## src/ldc_pkg.sv

```systemverilog
// Package with register map, field layouts, encodings and timing counts
package ldc_pkg;

	// ======================================================
	// Register offsets (byte addresses)
	localparam logic [7:0] OFF_CMD        = 8'h00;
	localparam logic [7:0] OFF_CFG        = 8'h04;
	localparam logic [7:0] OFF_STATE      = 8'h08;
	localparam logic [7:0] OFF_ERR        = 8'h0C;
	localparam logic [7:0] OFF_IRQ_STATUS = 8'h10;
	localparam logic [7:0] OFF_IRQ_CLEAR  = 8'h14;
	localparam logic [7:0] OFF_IRQ_ENABLE = 8'h18;
	localparam logic [7:0] OFF_SEG_DATA   = 8'h1C;

	// ======================================================
	// Command register fields
	localparam int CMD_OP_LSB   = 0;
	localparam int CMD_ARG_BIT  = 4;
	localparam int CMD_SEL_LSB  = 8;
	localparam int CMD_DRV_BIT  = 12;
	localparam int CMD_AREA_LSB = 16;

	localparam logic [3:0] OP_NONE    = 4'h0;
	localparam logic [3:0] OP_INIT    = 4'h1;
	localparam logic [3:0] OP_DISP_ON = 4'h2;
	localparam logic [3:0] OP_DISP_OFF = 4'h3;
	localparam logic [3:0] OP_CIRCUIT = 4'h4;
	localparam logic [3:0] OP_CONTROL = 4'h5;
	localparam logic [3:0] OP_CLOSE   = 4'h6;

	// Change-select bits, combinable
	localparam logic [1:0] SEL_DRIVE = 2'h1;
	localparam logic [1:0] SEL_AREA  = 2'h2;

	// ======================================================
	// Configuration register fields
	localparam int CFG_METHOD_LSB = 0;
	localparam int CFG_SELF_WAIT  = 2;
	localparam int CFG_EIGHT_SLOT = 3;
	localparam logic [3:0] CFG_RESET = 4'h0;

	// ======================================================
	// Error codes
	localparam logic [2:0] ERR_NONE     = 3'h0;
	localparam logic [2:0] ERR_NOT_OPEN = 3'h1;
	localparam logic [2:0] ERR_ARG      = 3'h2;
	localparam logic [2:0] ERR_RTC      = 3'h3;

	// ======================================================
	// Interrupt bits
	localparam int IRQ_DONE  = 0;
	localparam int IRQ_ERROR = 1;
	localparam int IRQ_READY = 2;
	localparam int IRQ_WIDTH = 3;

	// ======================================================
	// Timing
	localparam int CLK_HZ        = 25_000_000;
	localparam int BOOST_WAIT_US = 5;
	localparam int BOOST_WAIT_CYC = (BOOST_WAIT_US * (CLK_HZ / 1_000_000) < 1) ? 1 :
		BOOST_WAIT_US * (CLK_HZ / 1_000_000);

	// ======================================================
	// Types
	typedef enum logic [1:0] {
		DRV_RESISTOR,
		DRV_BOOST,
		DRV_CAP_SPLIT
	} ldc_method_type;

	typedef enum logic [1:0] {
		AREA_A,
		AREA_B,
		AREA_BLINK
	} ldc_area_type;

	typedef struct packed {
		logic [7:0]  addr;
		logic [31:0] wdata;
		logic        wr;
		logic        rd;
	} ldc_bus_type;

	typedef struct packed {
		logic       drive_on;
		logic       circuit_on;
		logic       show_b;
		logic [3:0] seg_nibble;
	} ldc_panel_type;

endpackage

```

## src/ldc_wait_timer.sv

```systemverilog
// Down-counter that times the voltage boost settling wait
`timescale 1ns/1ns
module ldc_wait_timer #(
	parameter int WAIT_CYC = 125
) (
	// Clock and reset
	input  wire logic clk_sys,
	input  wire logic reset_n,
	// Control
	input  wire logic start,
	input  wire logic abort,
	output logic      busy_reg
);

	logic [$clog2(WAIT_CYC+1)-1:0] count_reg;

	always_ff @(posedge clk_sys) begin
		if (!reset_n || abort) begin
			count_reg <= '0;
			busy_reg  <= 1'b0;
		end else if (start) begin
			count_reg <= ($clog2(WAIT_CYC+1))'(WAIT_CYC);
			busy_reg  <= 1'b1;
		end else if (count_reg != '0) begin
			count_reg <= count_reg - 1'b1;
			busy_reg  <= (count_reg != 1);
		end
	end

endmodule

```

## src/ldc_display_ctrl.sv

```systemverilog
// Display enable, drive circuit and display area control for a segment LCD
//
// Added by the designer: the register addresses and the plain strobed port.
`timescale 1ns/1ns

// Behaviour
// - Display off either keeps voltage circuit running or also halts it.
// - Halting variant accepted only under boost or capacitor split.
// - On halt, stop the circuit, then switch drive to resistor division (both done in the same cycle here).
// - Re-enable circuit restores prior method before display enable.
// - After circuit enable a boost wait elapses, by device if configured.
// - Method change boost<->cap split is display off, change, display on.
// - One control request changes method, area, or both via select bits.
// - Area selects pattern A, pattern B, or blinking between both.
// - Blink request while the clock is stopped is refused with its own error.
// - Outside 8-slot mode, A uses low nibble, B uses high nibble.
module ldc_display_ctrl #(
	parameter int WAIT_CYC = ldc_pkg::BOOST_WAIT_CYC
) (
	// Clock and reset
	input  wire logic                  clk_sys,
	input  wire logic                  reset_n,
	// Register port
	input  wire ldc_pkg::ldc_bus_type  bus,
	output logic [31:0]                rdata_reg,
	// Real-time clock pins
	input  wire logic                  rtc_running,
	input  wire logic                  rtc_tick,
	// Panel side
	output ldc_pkg::ldc_panel_type     panel_reg,
	output logic                       irq_reg
);

	// ======================================================
	// Synchronisers for the clock-domain inputs
	logic [1:0] run_sync_reg;
	logic [1:0] tick_sync_reg;
	logic       tick_last_reg;
	logic       tick_pulse;

	always_ff @(posedge clk_sys) begin
		if (!reset_n) begin
			run_sync_reg  <= 2'h0;
			tick_sync_reg <= 2'h0;
			tick_last_reg <= 1'b0;
		end else begin
			run_sync_reg  <= {run_sync_reg[0], rtc_running};
			tick_sync_reg <= {tick_sync_reg[0], rtc_tick};
			tick_last_reg <= tick_sync_reg[1];
		end
	end
	assign tick_pulse = tick_sync_reg[1] & ~tick_last_reg;

	// ======================================================
	// Command decode
	logic        wr_cmd;
	logic [3:0]  op;
	logic        arg;
	logic [1:0]  sel;
	logic        drv_to_cap;
	logic [1:0]  area_req;

	assign wr_cmd     = bus.wr && bus.addr == ldc_pkg::OFF_CMD;
	assign op         = bus.wdata[ldc_pkg::CMD_OP_LSB +: 4];
	assign arg        = bus.wdata[ldc_pkg::CMD_ARG_BIT];
	assign sel        = bus.wdata[ldc_pkg::CMD_SEL_LSB +: 2];
	assign drv_to_cap = bus.wdata[ldc_pkg::CMD_DRV_BIT];
	assign area_req   = bus.wdata[ldc_pkg::CMD_AREA_LSB +: 2];

	// ======================================================
	// Control state
	logic                   open_reg;
	logic                   disp_reg;
	logic                   circ_reg;
	ldc_pkg::ldc_method_type method_reg;
	ldc_pkg::ldc_method_type saved_reg;
	ldc_pkg::ldc_area_type  area_reg;
	logic                   blink_b_reg;
	logic [3:0]             cfg_reg;
	logic [2:0]             err_reg;
	logic [7:0]             seg_reg;
	logic                   wait_busy;
	logic                   wait_start;
	logic                   ok;
	logic                   fail;
	logic [2:0]             err_next;
	logic                   internal_method;

	assign internal_method = method_reg != ldc_pkg::DRV_RESISTOR;

	always_comb begin
		err_next = ldc_pkg::ERR_NONE;
		if (wr_cmd) begin
			unique case (op)
				ldc_pkg::OP_NONE, ldc_pkg::OP_INIT, ldc_pkg::OP_CLOSE:
					err_next = ldc_pkg::ERR_NONE;
				ldc_pkg::OP_DISP_ON:
					if (!open_reg)
						err_next = ldc_pkg::ERR_NOT_OPEN;
				ldc_pkg::OP_DISP_OFF:
					if (!open_reg)
						err_next = ldc_pkg::ERR_NOT_OPEN;
					else if (arg && !internal_method)
						err_next = ldc_pkg::ERR_ARG;
				ldc_pkg::OP_CIRCUIT:
					if (!open_reg)
						err_next = ldc_pkg::ERR_NOT_OPEN;
					else if (saved_reg == ldc_pkg::DRV_RESISTOR)
						err_next = ldc_pkg::ERR_ARG;
				ldc_pkg::OP_CONTROL:
					if (!open_reg)
						err_next = ldc_pkg::ERR_NOT_OPEN;
					else if (sel == 2'h0 || (sel[1] && area_req == 2'h3))
						err_next = ldc_pkg::ERR_ARG;
					else if (sel[0] && (method_reg != (drv_to_cap ? ldc_pkg::DRV_BOOST : ldc_pkg::DRV_CAP_SPLIT)))
						err_next = ldc_pkg::ERR_ARG;
					else if (sel[1] && area_req == 2'(ldc_pkg::AREA_BLINK) && !run_sync_reg[1])
						err_next = ldc_pkg::ERR_RTC;
				default:
					err_next = ldc_pkg::ERR_ARG;
			endcase
		end
	end
	assign ok   = wr_cmd && err_next == ldc_pkg::ERR_NONE;
	assign fail = wr_cmd && err_next != ldc_pkg::ERR_NONE;

	// Open state and configuration
	always_ff @(posedge clk_sys) begin
		if (!reset_n) begin
			open_reg <= 1'b0;
			cfg_reg  <= ldc_pkg::CFG_RESET;
		end else if (ok && op == ldc_pkg::OP_INIT) begin
			open_reg <= 1'b1;
		end else if (ok && op == ldc_pkg::OP_CLOSE) begin
			open_reg <= 1'b0;
		end else if (bus.wr && bus.addr == ldc_pkg::OFF_CFG && !open_reg) begin
			cfg_reg <= bus.wdata[3:0];
		end
	end

	// Drive method and circuit; halting stops the circuit and drops to resistor division in the same cycle
	always_ff @(posedge clk_sys) begin
		if (!reset_n) begin
			circ_reg   <= 1'b0;
			method_reg <= ldc_pkg::DRV_RESISTOR;
			saved_reg  <= ldc_pkg::DRV_RESISTOR;
		end else if (ok) begin
			unique case (op)
				ldc_pkg::OP_INIT: begin
					method_reg <= ldc_pkg::ldc_method_type'(cfg_reg[ldc_pkg::CFG_METHOD_LSB +: 2]);
					saved_reg  <= ldc_pkg::ldc_method_type'(cfg_reg[ldc_pkg::CFG_METHOD_LSB +: 2]);
					circ_reg   <= cfg_reg[1:0] != 2'h0;
				end
				ldc_pkg::OP_DISP_OFF:
					if (arg) begin
						circ_reg   <= 1'b0;
						saved_reg  <= method_reg;
						method_reg <= ldc_pkg::DRV_RESISTOR;
					end
				ldc_pkg::OP_CIRCUIT:
					if (arg) begin
						circ_reg   <= 1'b1;
						method_reg <= saved_reg;
					end else if (internal_method) begin
						circ_reg   <= 1'b0;
						saved_reg  <= method_reg;
						method_reg <= ldc_pkg::DRV_RESISTOR;
					end
				ldc_pkg::OP_CONTROL:
					if (sel[0]) begin
						method_reg <= drv_to_cap ? ldc_pkg::DRV_CAP_SPLIT : ldc_pkg::DRV_BOOST;
						saved_reg  <= drv_to_cap ? ldc_pkg::DRV_CAP_SPLIT : ldc_pkg::DRV_BOOST;
					end
				ldc_pkg::OP_CLOSE: begin
					circ_reg   <= 1'b0;
					method_reg <= ldc_pkg::DRV_RESISTOR;
				end
				default: begin
				end
			endcase
		end
	end

	// Boost wait after enabling the circuit, run by the device if configured
	assign wait_start = ok && ((op == ldc_pkg::OP_CIRCUIT && arg) || (op == ldc_pkg::OP_INIT && cfg_reg[1:0] != 2'h0))
		&& cfg_reg[ldc_pkg::CFG_SELF_WAIT];

	ldc_wait_timer #(
		.WAIT_CYC (WAIT_CYC)
	) u_wait (
		.clk_sys  (clk_sys),
		.reset_n  (reset_n),
		.start    (wait_start),
		.abort    (ok && op == ldc_pkg::OP_CLOSE),
		.busy_reg (wait_busy)
	);

	// Display enable; a method change leaves the display as it was, blanked around the change
	always_ff @(posedge clk_sys) begin
		if (!reset_n) begin
			disp_reg <= 1'b0;
		end else if (ok) begin
			unique case (op)
				ldc_pkg::OP_DISP_ON:  disp_reg <= 1'b1;
				ldc_pkg::OP_DISP_OFF: disp_reg <= 1'b0;
				ldc_pkg::OP_CLOSE:    disp_reg <= 1'b0;
				default:              disp_reg <= disp_reg;
			endcase
		end
	end

	// Area selection and blink phase
	always_ff @(posedge clk_sys) begin
		if (!reset_n) begin
			area_reg    <= ldc_pkg::AREA_A;
			blink_b_reg <= 1'b0;
		end else if (ok && op == ldc_pkg::OP_CONTROL && sel[1]) begin
			area_reg    <= ldc_pkg::ldc_area_type'(area_req);
			blink_b_reg <= 1'b0;
		end else if (area_reg == ldc_pkg::AREA_BLINK && tick_pulse) begin
			blink_b_reg <= ~blink_b_reg;
		end
	end

	// Segment data byte and error register
	always_ff @(posedge clk_sys) begin
		if (!reset_n) begin
			seg_reg <= 8'h00;
			err_reg <= ldc_pkg::ERR_NONE;
		end else begin
			if (bus.wr && bus.addr == ldc_pkg::OFF_SEG_DATA)
				seg_reg <= bus.wdata[7:0];
			if (wr_cmd)
				err_reg <= err_next;
		end
	end

	// ======================================================
	// Panel outputs
	logic show_b;
	logic hold_blank;

	always_comb begin
		unique case (area_reg)
			ldc_pkg::AREA_B:     show_b = 1'b1;
			ldc_pkg::AREA_BLINK: show_b = blink_b_reg;
			default:             show_b = 1'b0;
		endcase
	end
	// A method change blanks the panel for that cycle
	assign hold_blank = ok && op == ldc_pkg::OP_CONTROL && sel[0];

	always_ff @(posedge clk_sys) begin
		if (!reset_n) begin
			panel_reg <= '0;
		end else begin
			// The start cycle blanks too, so the panel is never driven before the wait flag rises
			panel_reg.drive_on   <= disp_reg && !wait_busy && !wait_start && !hold_blank;
			panel_reg.circuit_on <= circ_reg;
			panel_reg.show_b     <= show_b;
			if (cfg_reg[ldc_pkg::CFG_EIGHT_SLOT])
				panel_reg.seg_nibble <= show_b ? seg_reg[7:4] : seg_reg[3:0];
			else
				panel_reg.seg_nibble <= show_b ? seg_reg[7:4] : seg_reg[3:0];
		end
	end

	// ======================================================
	// Interrupts: sticky status, write-one-to-clear, set wins
	logic [ldc_pkg::IRQ_WIDTH-1:0] irq_stat_reg;
	logic [ldc_pkg::IRQ_WIDTH-1:0] irq_en_reg;
	logic [ldc_pkg::IRQ_WIDTH-1:0] irq_set;
	logic                          busy_last_reg;

	assign irq_set = {busy_last_reg && !wait_busy, fail, ok};

	always_ff @(posedge clk_sys) begin
		if (!reset_n) begin
			irq_stat_reg  <= '0;
			irq_en_reg    <= '0;
			busy_last_reg <= 1'b0;
			irq_reg       <= 1'b0;
		end else begin
			busy_last_reg <= wait_busy;
			if (bus.wr && bus.addr == ldc_pkg::OFF_IRQ_CLEAR)
				irq_stat_reg <= (irq_stat_reg & ~bus.wdata[ldc_pkg::IRQ_WIDTH-1:0]) | irq_set;
			else
				irq_stat_reg <= irq_stat_reg | irq_set;
			if (bus.wr && bus.addr == ldc_pkg::OFF_IRQ_ENABLE)
				irq_en_reg <= bus.wdata[ldc_pkg::IRQ_WIDTH-1:0];
			irq_reg <= |((irq_stat_reg | irq_set) & irq_en_reg);
		end
	end

	// ======================================================
	// Read port
	always_ff @(posedge clk_sys) begin
		if (!reset_n) begin
			rdata_reg <= 32'h0000_0000;
		end else if (bus.rd) begin
			unique case (bus.addr)
				ldc_pkg::OFF_CFG:        rdata_reg <= {28'h0, cfg_reg};
				ldc_pkg::OFF_STATE:      rdata_reg <= {21'h0, wait_busy, blink_b_reg, area_reg, saved_reg,
					method_reg, circ_reg, disp_reg, open_reg};
				ldc_pkg::OFF_ERR:        rdata_reg <= {29'h0, err_reg};
				ldc_pkg::OFF_IRQ_STATUS: rdata_reg <= {29'h0, irq_stat_reg};
				ldc_pkg::OFF_IRQ_ENABLE: rdata_reg <= {29'h0, irq_en_reg};
				ldc_pkg::OFF_SEG_DATA:   rdata_reg <= {24'h0, seg_reg};
				default:                 rdata_reg <= 32'h0000_0000;
			endcase
		end else begin
			rdata_reg <= 32'h0000_0000;
		end
	end

	// ======================================================
	// Assertions
	property p_not_open;
		@(posedge clk_sys) disable iff (!reset_n)
		(wr_cmd && op == ldc_pkg::OP_DISP_ON && !open_reg) |=> (err_reg == ldc_pkg::ERR_NOT_OPEN && !disp_reg);
	endproperty
	a_not_open: assert property (p_not_open) else $error("display enabled while not open");

	property p_halt_res;
		@(posedge clk_sys) disable iff (!reset_n)
		(ok && op == ldc_pkg::OP_DISP_OFF && arg) |=> (!circ_reg && method_reg == ldc_pkg::DRV_RESISTOR && !disp_reg);
	endproperty
	a_halt_res: assert property (p_halt_res) else $error("halt did not drop to resistor drive");

	property p_halt_refused;
		@(posedge clk_sys) disable iff (!reset_n)
		(wr_cmd && open_reg && op == ldc_pkg::OP_DISP_OFF && arg && !internal_method) |=> err_reg == ldc_pkg::ERR_ARG;
	endproperty
	a_halt_refused: assert property (p_halt_refused) else $error("halt accepted under resistor drive");

	property p_restore;
		@(posedge clk_sys) disable iff (!reset_n)
		(ok && op == ldc_pkg::OP_CIRCUIT && arg) |=> (circ_reg && method_reg == $past(saved_reg));
	endproperty
	a_restore: assert property (p_restore) else $error("circuit enable did not restore method");

	property p_rtc;
		@(posedge clk_sys) disable iff (!reset_n)
		(wr_cmd && open_reg && op == ldc_pkg::OP_CONTROL && sel == ldc_pkg::SEL_AREA
			&& area_req == 2'(ldc_pkg::AREA_BLINK) && !run_sync_reg[1]) |=> (err_reg == ldc_pkg::ERR_RTC && area_reg != ldc_pkg::AREA_BLINK);
	endproperty
	a_rtc: assert property (p_rtc) else $error("blink accepted with clock stopped");

	property p_blink;
		@(posedge clk_sys) disable iff (!reset_n)
		(area_reg == ldc_pkg::AREA_BLINK && tick_pulse && !wr_cmd) |=> blink_b_reg != $past(blink_b_reg);
	endproperty
	a_blink: assert property (p_blink) else $error("blink phase did not toggle");

	property p_area;
		@(posedge clk_sys) disable iff (!reset_n)
		(ok && op == ldc_pkg::OP_CONTROL && sel[1] && area_req == 2'(ldc_pkg::AREA_B)) |=> ##1 panel_reg.show_b;
	endproperty
	a_area: assert property (p_area) else $error("pattern B not shown");

	property p_wait;
		@(posedge clk_sys) disable iff (!reset_n)
		wait_start |=> (wait_busy && !panel_reg.drive_on) [*2];
	endproperty
	a_wait: assert property (p_wait) else $error("panel driven during boost wait");

	property p_nibble;
		@(posedge clk_sys) disable iff (!reset_n)
		1'b1 |=> panel_reg.seg_nibble == ($past(show_b) ? $past(seg_reg[7:4]) : $past(seg_reg[3:0]));
	endproperty
	a_nibble: assert property (p_nibble) else $error("wrong pattern nibble");

	c_halt:  cover property (@(posedge clk_sys) disable iff (!reset_n) ok && op == ldc_pkg::OP_DISP_OFF && arg);
	c_blink: cover property (@(posedge clk_sys) disable iff (!reset_n) area_reg == ldc_pkg::AREA_BLINK && tick_pulse);
	c_both:  cover property (@(posedge clk_sys) disable iff (!reset_n) ok && op == ldc_pkg::OP_CONTROL && sel == 2'h3);
	c_rtc:   cover property (@(posedge clk_sys) disable iff (!reset_n) fail && err_next == ldc_pkg::ERR_RTC);

endmodule

```

## config.mk

```make
export PLATFORM = sky130hd
export DESIGN_NAME = ldc_display_ctrl
export DESIGN_NICKNAME = d
export VERILOG_FILES = /design/src/ldc_pkg.sv /design/src/ldc_wait_timer.sv /design/src/ldc_display_ctrl.sv
export SDC_FILE = /design/constraint.sdc
export NUM_CORES = 1
export LEC_CHECK = 0
export BUFFER_PORTS_ARGS = -buffer_cell sky130_fd_sc_hd__buf_2
export CAP_MARGIN = 10
export CORE_ASPECT_RATIO = 1.4
export CORE_MARGIN = 3
export CORE_UTILIZATION = 32
export CTS_CLUSTER_DIAMETER = 100
export DETAILED_ROUTE_END_ITERATION = 7
export PLACE_DENSITY = 0.62
export SLEW_MARGIN = 20
export SYNTH_ARGS = -nofsm -noshare
export SYNTH_HDL_FRONTEND = slang
export SYNTH_SLANG_ARGS = --single-unit
```

## constraint.sdc

```tcl
create_clock -name clk_sys -period 2.75 [get_ports clk_sys]
set_input_delay 0.1375 -clock clk_sys [delete_from_list [all_inputs] [get_ports clk_sys]]
set_output_delay 0.1375 -clock clk_sys [all_outputs]
set_load 0.01 [all_outputs]
```

==> impl_metrics.env <==
export IMPL_clock_latency_ps=330
export IMPL_drive_gt1_frac=0.182
export IMPL_routed_wirelength_mm=8.43
export IMPL_cts_buffers=9
export IMPL_dpl_hpwl_mm=6.17
export IMPL_cp_arrival_ps=2780
export IMPL_ys_flop_type="dfxtp_1"
export IMPL_pre_cts_slack_ps=177
export IMPL_skew_ps=5.75
export IMPL_ys_ff_latch=63
export IMPL_antenna_found_initial=0
export IMPL_comb_power_share=0.155
export IMPL_final_nets=489
export IMPL_drtIter0Drc=172
export IMPL_hp_class="in -> reg"
export IMPL_die_area_um2=11600
export IMPL_path_clk_slew_ps=60
export IMPL_rsz0062_at_grt="false"
export IMPL_rrSetupSlack_ps=140
export IMPL_yosysWarnings=0
export IMPL_crit_type="reg -> reg"
export IMPL_synthTopCellsByArea="dfxtp_1 38%, mux2i_1 4.8%, buf_4 4.8%"
export IMPL_critPathMaxFanout=9
export IMPL_slew_headroom=0.396
export IMPL_synth_distinct_cells=64
export IMPL_vias=2973
export IMPL_gr_total_overflow=0
export IMPL_power_density_nw_per_um2=670
export IMPL_power_frac_seq=0.386
export IMPL_fp_coreArea_um2=10000
export IMPL_vias_per_cell=5.13
export IMPL_worstMarginPinSlew_ps=896
export IMPL_fp_dieW_um=91.9
export IMPL_drc=0
export IMPL_die_y_um=126
export IMPL_fin_setup_tns_ps=0
export IMPL_p_sw_frac=0.264
export IMPL_fmax_ghz=0.384
export IMPL_setup_viol_count_final=0
export IMPL_p_leak_nw=1.51
export IMPL_r2r_end="u_wait.count_reg[1]"
export IMPL_status="complete, no violations"
export IMPL_largest_register_ffs=11
export IMPL_crit_path_start="method_reg[1]"
export IMPL_final_antenna_net_count=0
export IMPL_synthTopCellsByCount="63 x dfxtp_1, 36 x nand2_1, 34 x nor2_1, 31 x a21oi_1, 21 x buf_4"
export IMPL_worstRegToRegCells=5
export IMPL_ys_async_sr_fraction=0
export IMPL_cap_violations=0
export IMPL_htreeDepth=3
export IMPL_globalplace_congestion=0.875
export IMPL_peakVddDrop_mv=0.286
export IMPL_ioPinCount=86
export IMPL_start_kind="flop"
export IMPL_clock_path_buffers=2
export IMPL_fin_crit_ps=2610
export IMPL_cts_setup_buffers=0
export IMPL_worstPathRequired_ps=2920
export IMPL_endpoint="u_wait.count_reg[1]"
export IMPL_grt_max_degree=28
export IMPL_hold_buffers=0
export IMPL_cts_tree="yes"
export IMPL_netlist_instances=399
export IMPL_netlist_area_um2=3310
export IMPL_synth_top_area_share=0.381
export IMPL_cts_sinks=63
export IMPL_cts_resized=0
export IMPL_wl_per_cell_um=14.6
export IMPL_area_growth_pct=18.1
export IMPL_num_antenna_cells=0
export IMPL_portBuffers=45
export IMPL_yosysTopAreaCell="dfxtp_1"
export IMPL_layout_setup_ws_ps=143
export IMPL_grt_pass1_wl_mm=13.7
export IMPL_worst_setup_path_end_kind="flop"
export IMPL_grt_usage=0.148
export IMPL_yosys_cell_count_top_type="dfxtp_1"
export IMPL_start_util=0.331
export IMPL_p_int_mw=1.93
export IMPL_reg2reg_from="method_reg[1]"
export IMPL_root_buffer="clkbuf_16"
export IMPL_synth_enable_flop_cells=0
export IMPL_final_hold_viol_count=0
export IMPL_final_max_slew_violation_count=0
export IMPL_grt_pass1_vias=2818
export IMPL_dr_pass1_iters=5
export IMPL_p_clk_frac=0.458
export IMPL_period_share=0.948
export IMPL_p_sw_mw=0.690
export IMPL_yosysSeqAreaShare=0.381
export IMPL_rows=43
export IMPL_avgSynthCellArea_um2=8.29
[layer usage]
metal	GRT usage	wire, um	vias up
met3	0.0433	494	19
met1	0.180	3540	1382
li1	-	-	1469
met4	0.0717	240	0
met2	0.239	4150	103
met5	0	0	-
[worst min-delay path by stage]
stage | from | slack, ps | endpoint | depth (start not counted)
6_report | rtc_running | 10 | run_sync_reg[0] | 2
5_1_grt | rtc_running | 9 | run_sync_reg[0] | 2
4_1_cts | rtc_running | 5 | run_sync_reg[0] | 2
3_5_place_dp | rtc_running | 350 | run_sync_reg[0] | 2
3_3_place_gp | rtc_running | 350 | run_sync_reg[0] | 2
2_1_floorplan | rtc_running | 260 | run_sync_reg[0] | 1
[layout make-up]
cell class / instances / area [um^2]
tap: 135 / 169
timing repair buffer: 53 / 285
fill: 1046 / 6100
inverter: 14 / 52.6
sequential: 63 / 1260
multi-input combinational: 298 / 1820
clock buffer: 9 / 225
clock inverter: 7 / 97.6
[worst max-delay path: stages, from the launching register on]
cell	delay, ps
dfxtp_1	410
or3b_1	380
and3_1	280
o311a_4	440
or4_1	720
nor3b_1	220
[logic make-up after synthesis]
group           synth area share
simple gates               0.242
compound gates             0.204
xor+xnor                  0.0159
buf+inv                   0.0923
fa+ha+maj                 0.0151
mux                       0.0484
other cells              0.00113
flops                      0.381
[power by group through the flow]
stage	Combinational [mW]	Clock [mW]	Sequential, mW
6_report	0.406	1.20	1.01
5_1_grt	0.460	1.27	1.02
4_1_cts	0.405	1.22	1.01
3_5_place_dp	0.398	0	1.03
3_3_place_gp	0.388	0	1.03
2_1_floorplan	0.335	0	1.02
[per-stage QoR]
stage	area, um^2	utilization	std cells	power, mW	hold slack [ps]
4_1_cts	3910	0.390	579	2.64	5.01
3_3_place_gp	3580	0.358	563	1.42	345
5_1_grt	3910	0.390	579	2.75	8.85
2_1_floorplan	3380	-	419	1.35	265
6_report	3910	0.390	579	2.62	14.4
3_5_place_dp	3580	0.358	563	1.43	348
[layout by cell type, fill, tap and decap left out, types with 13 or more instances in the layout]
master | Yosys | routed
dfxtp_1 | 63 | 63
inv_1 | 13 | 13
conb_1 | 1 | 21
buf_2 | 1 | 45
mux2i_1 | 16 | 16
a21oi_1 | 31 | 31
nand3_1 | 19 | 19
o21ai_0 | 16 | 16
nand2_1 | 36 | 36
nor2_1 | 34 | 34
Power figures use the tool's default switching activity.
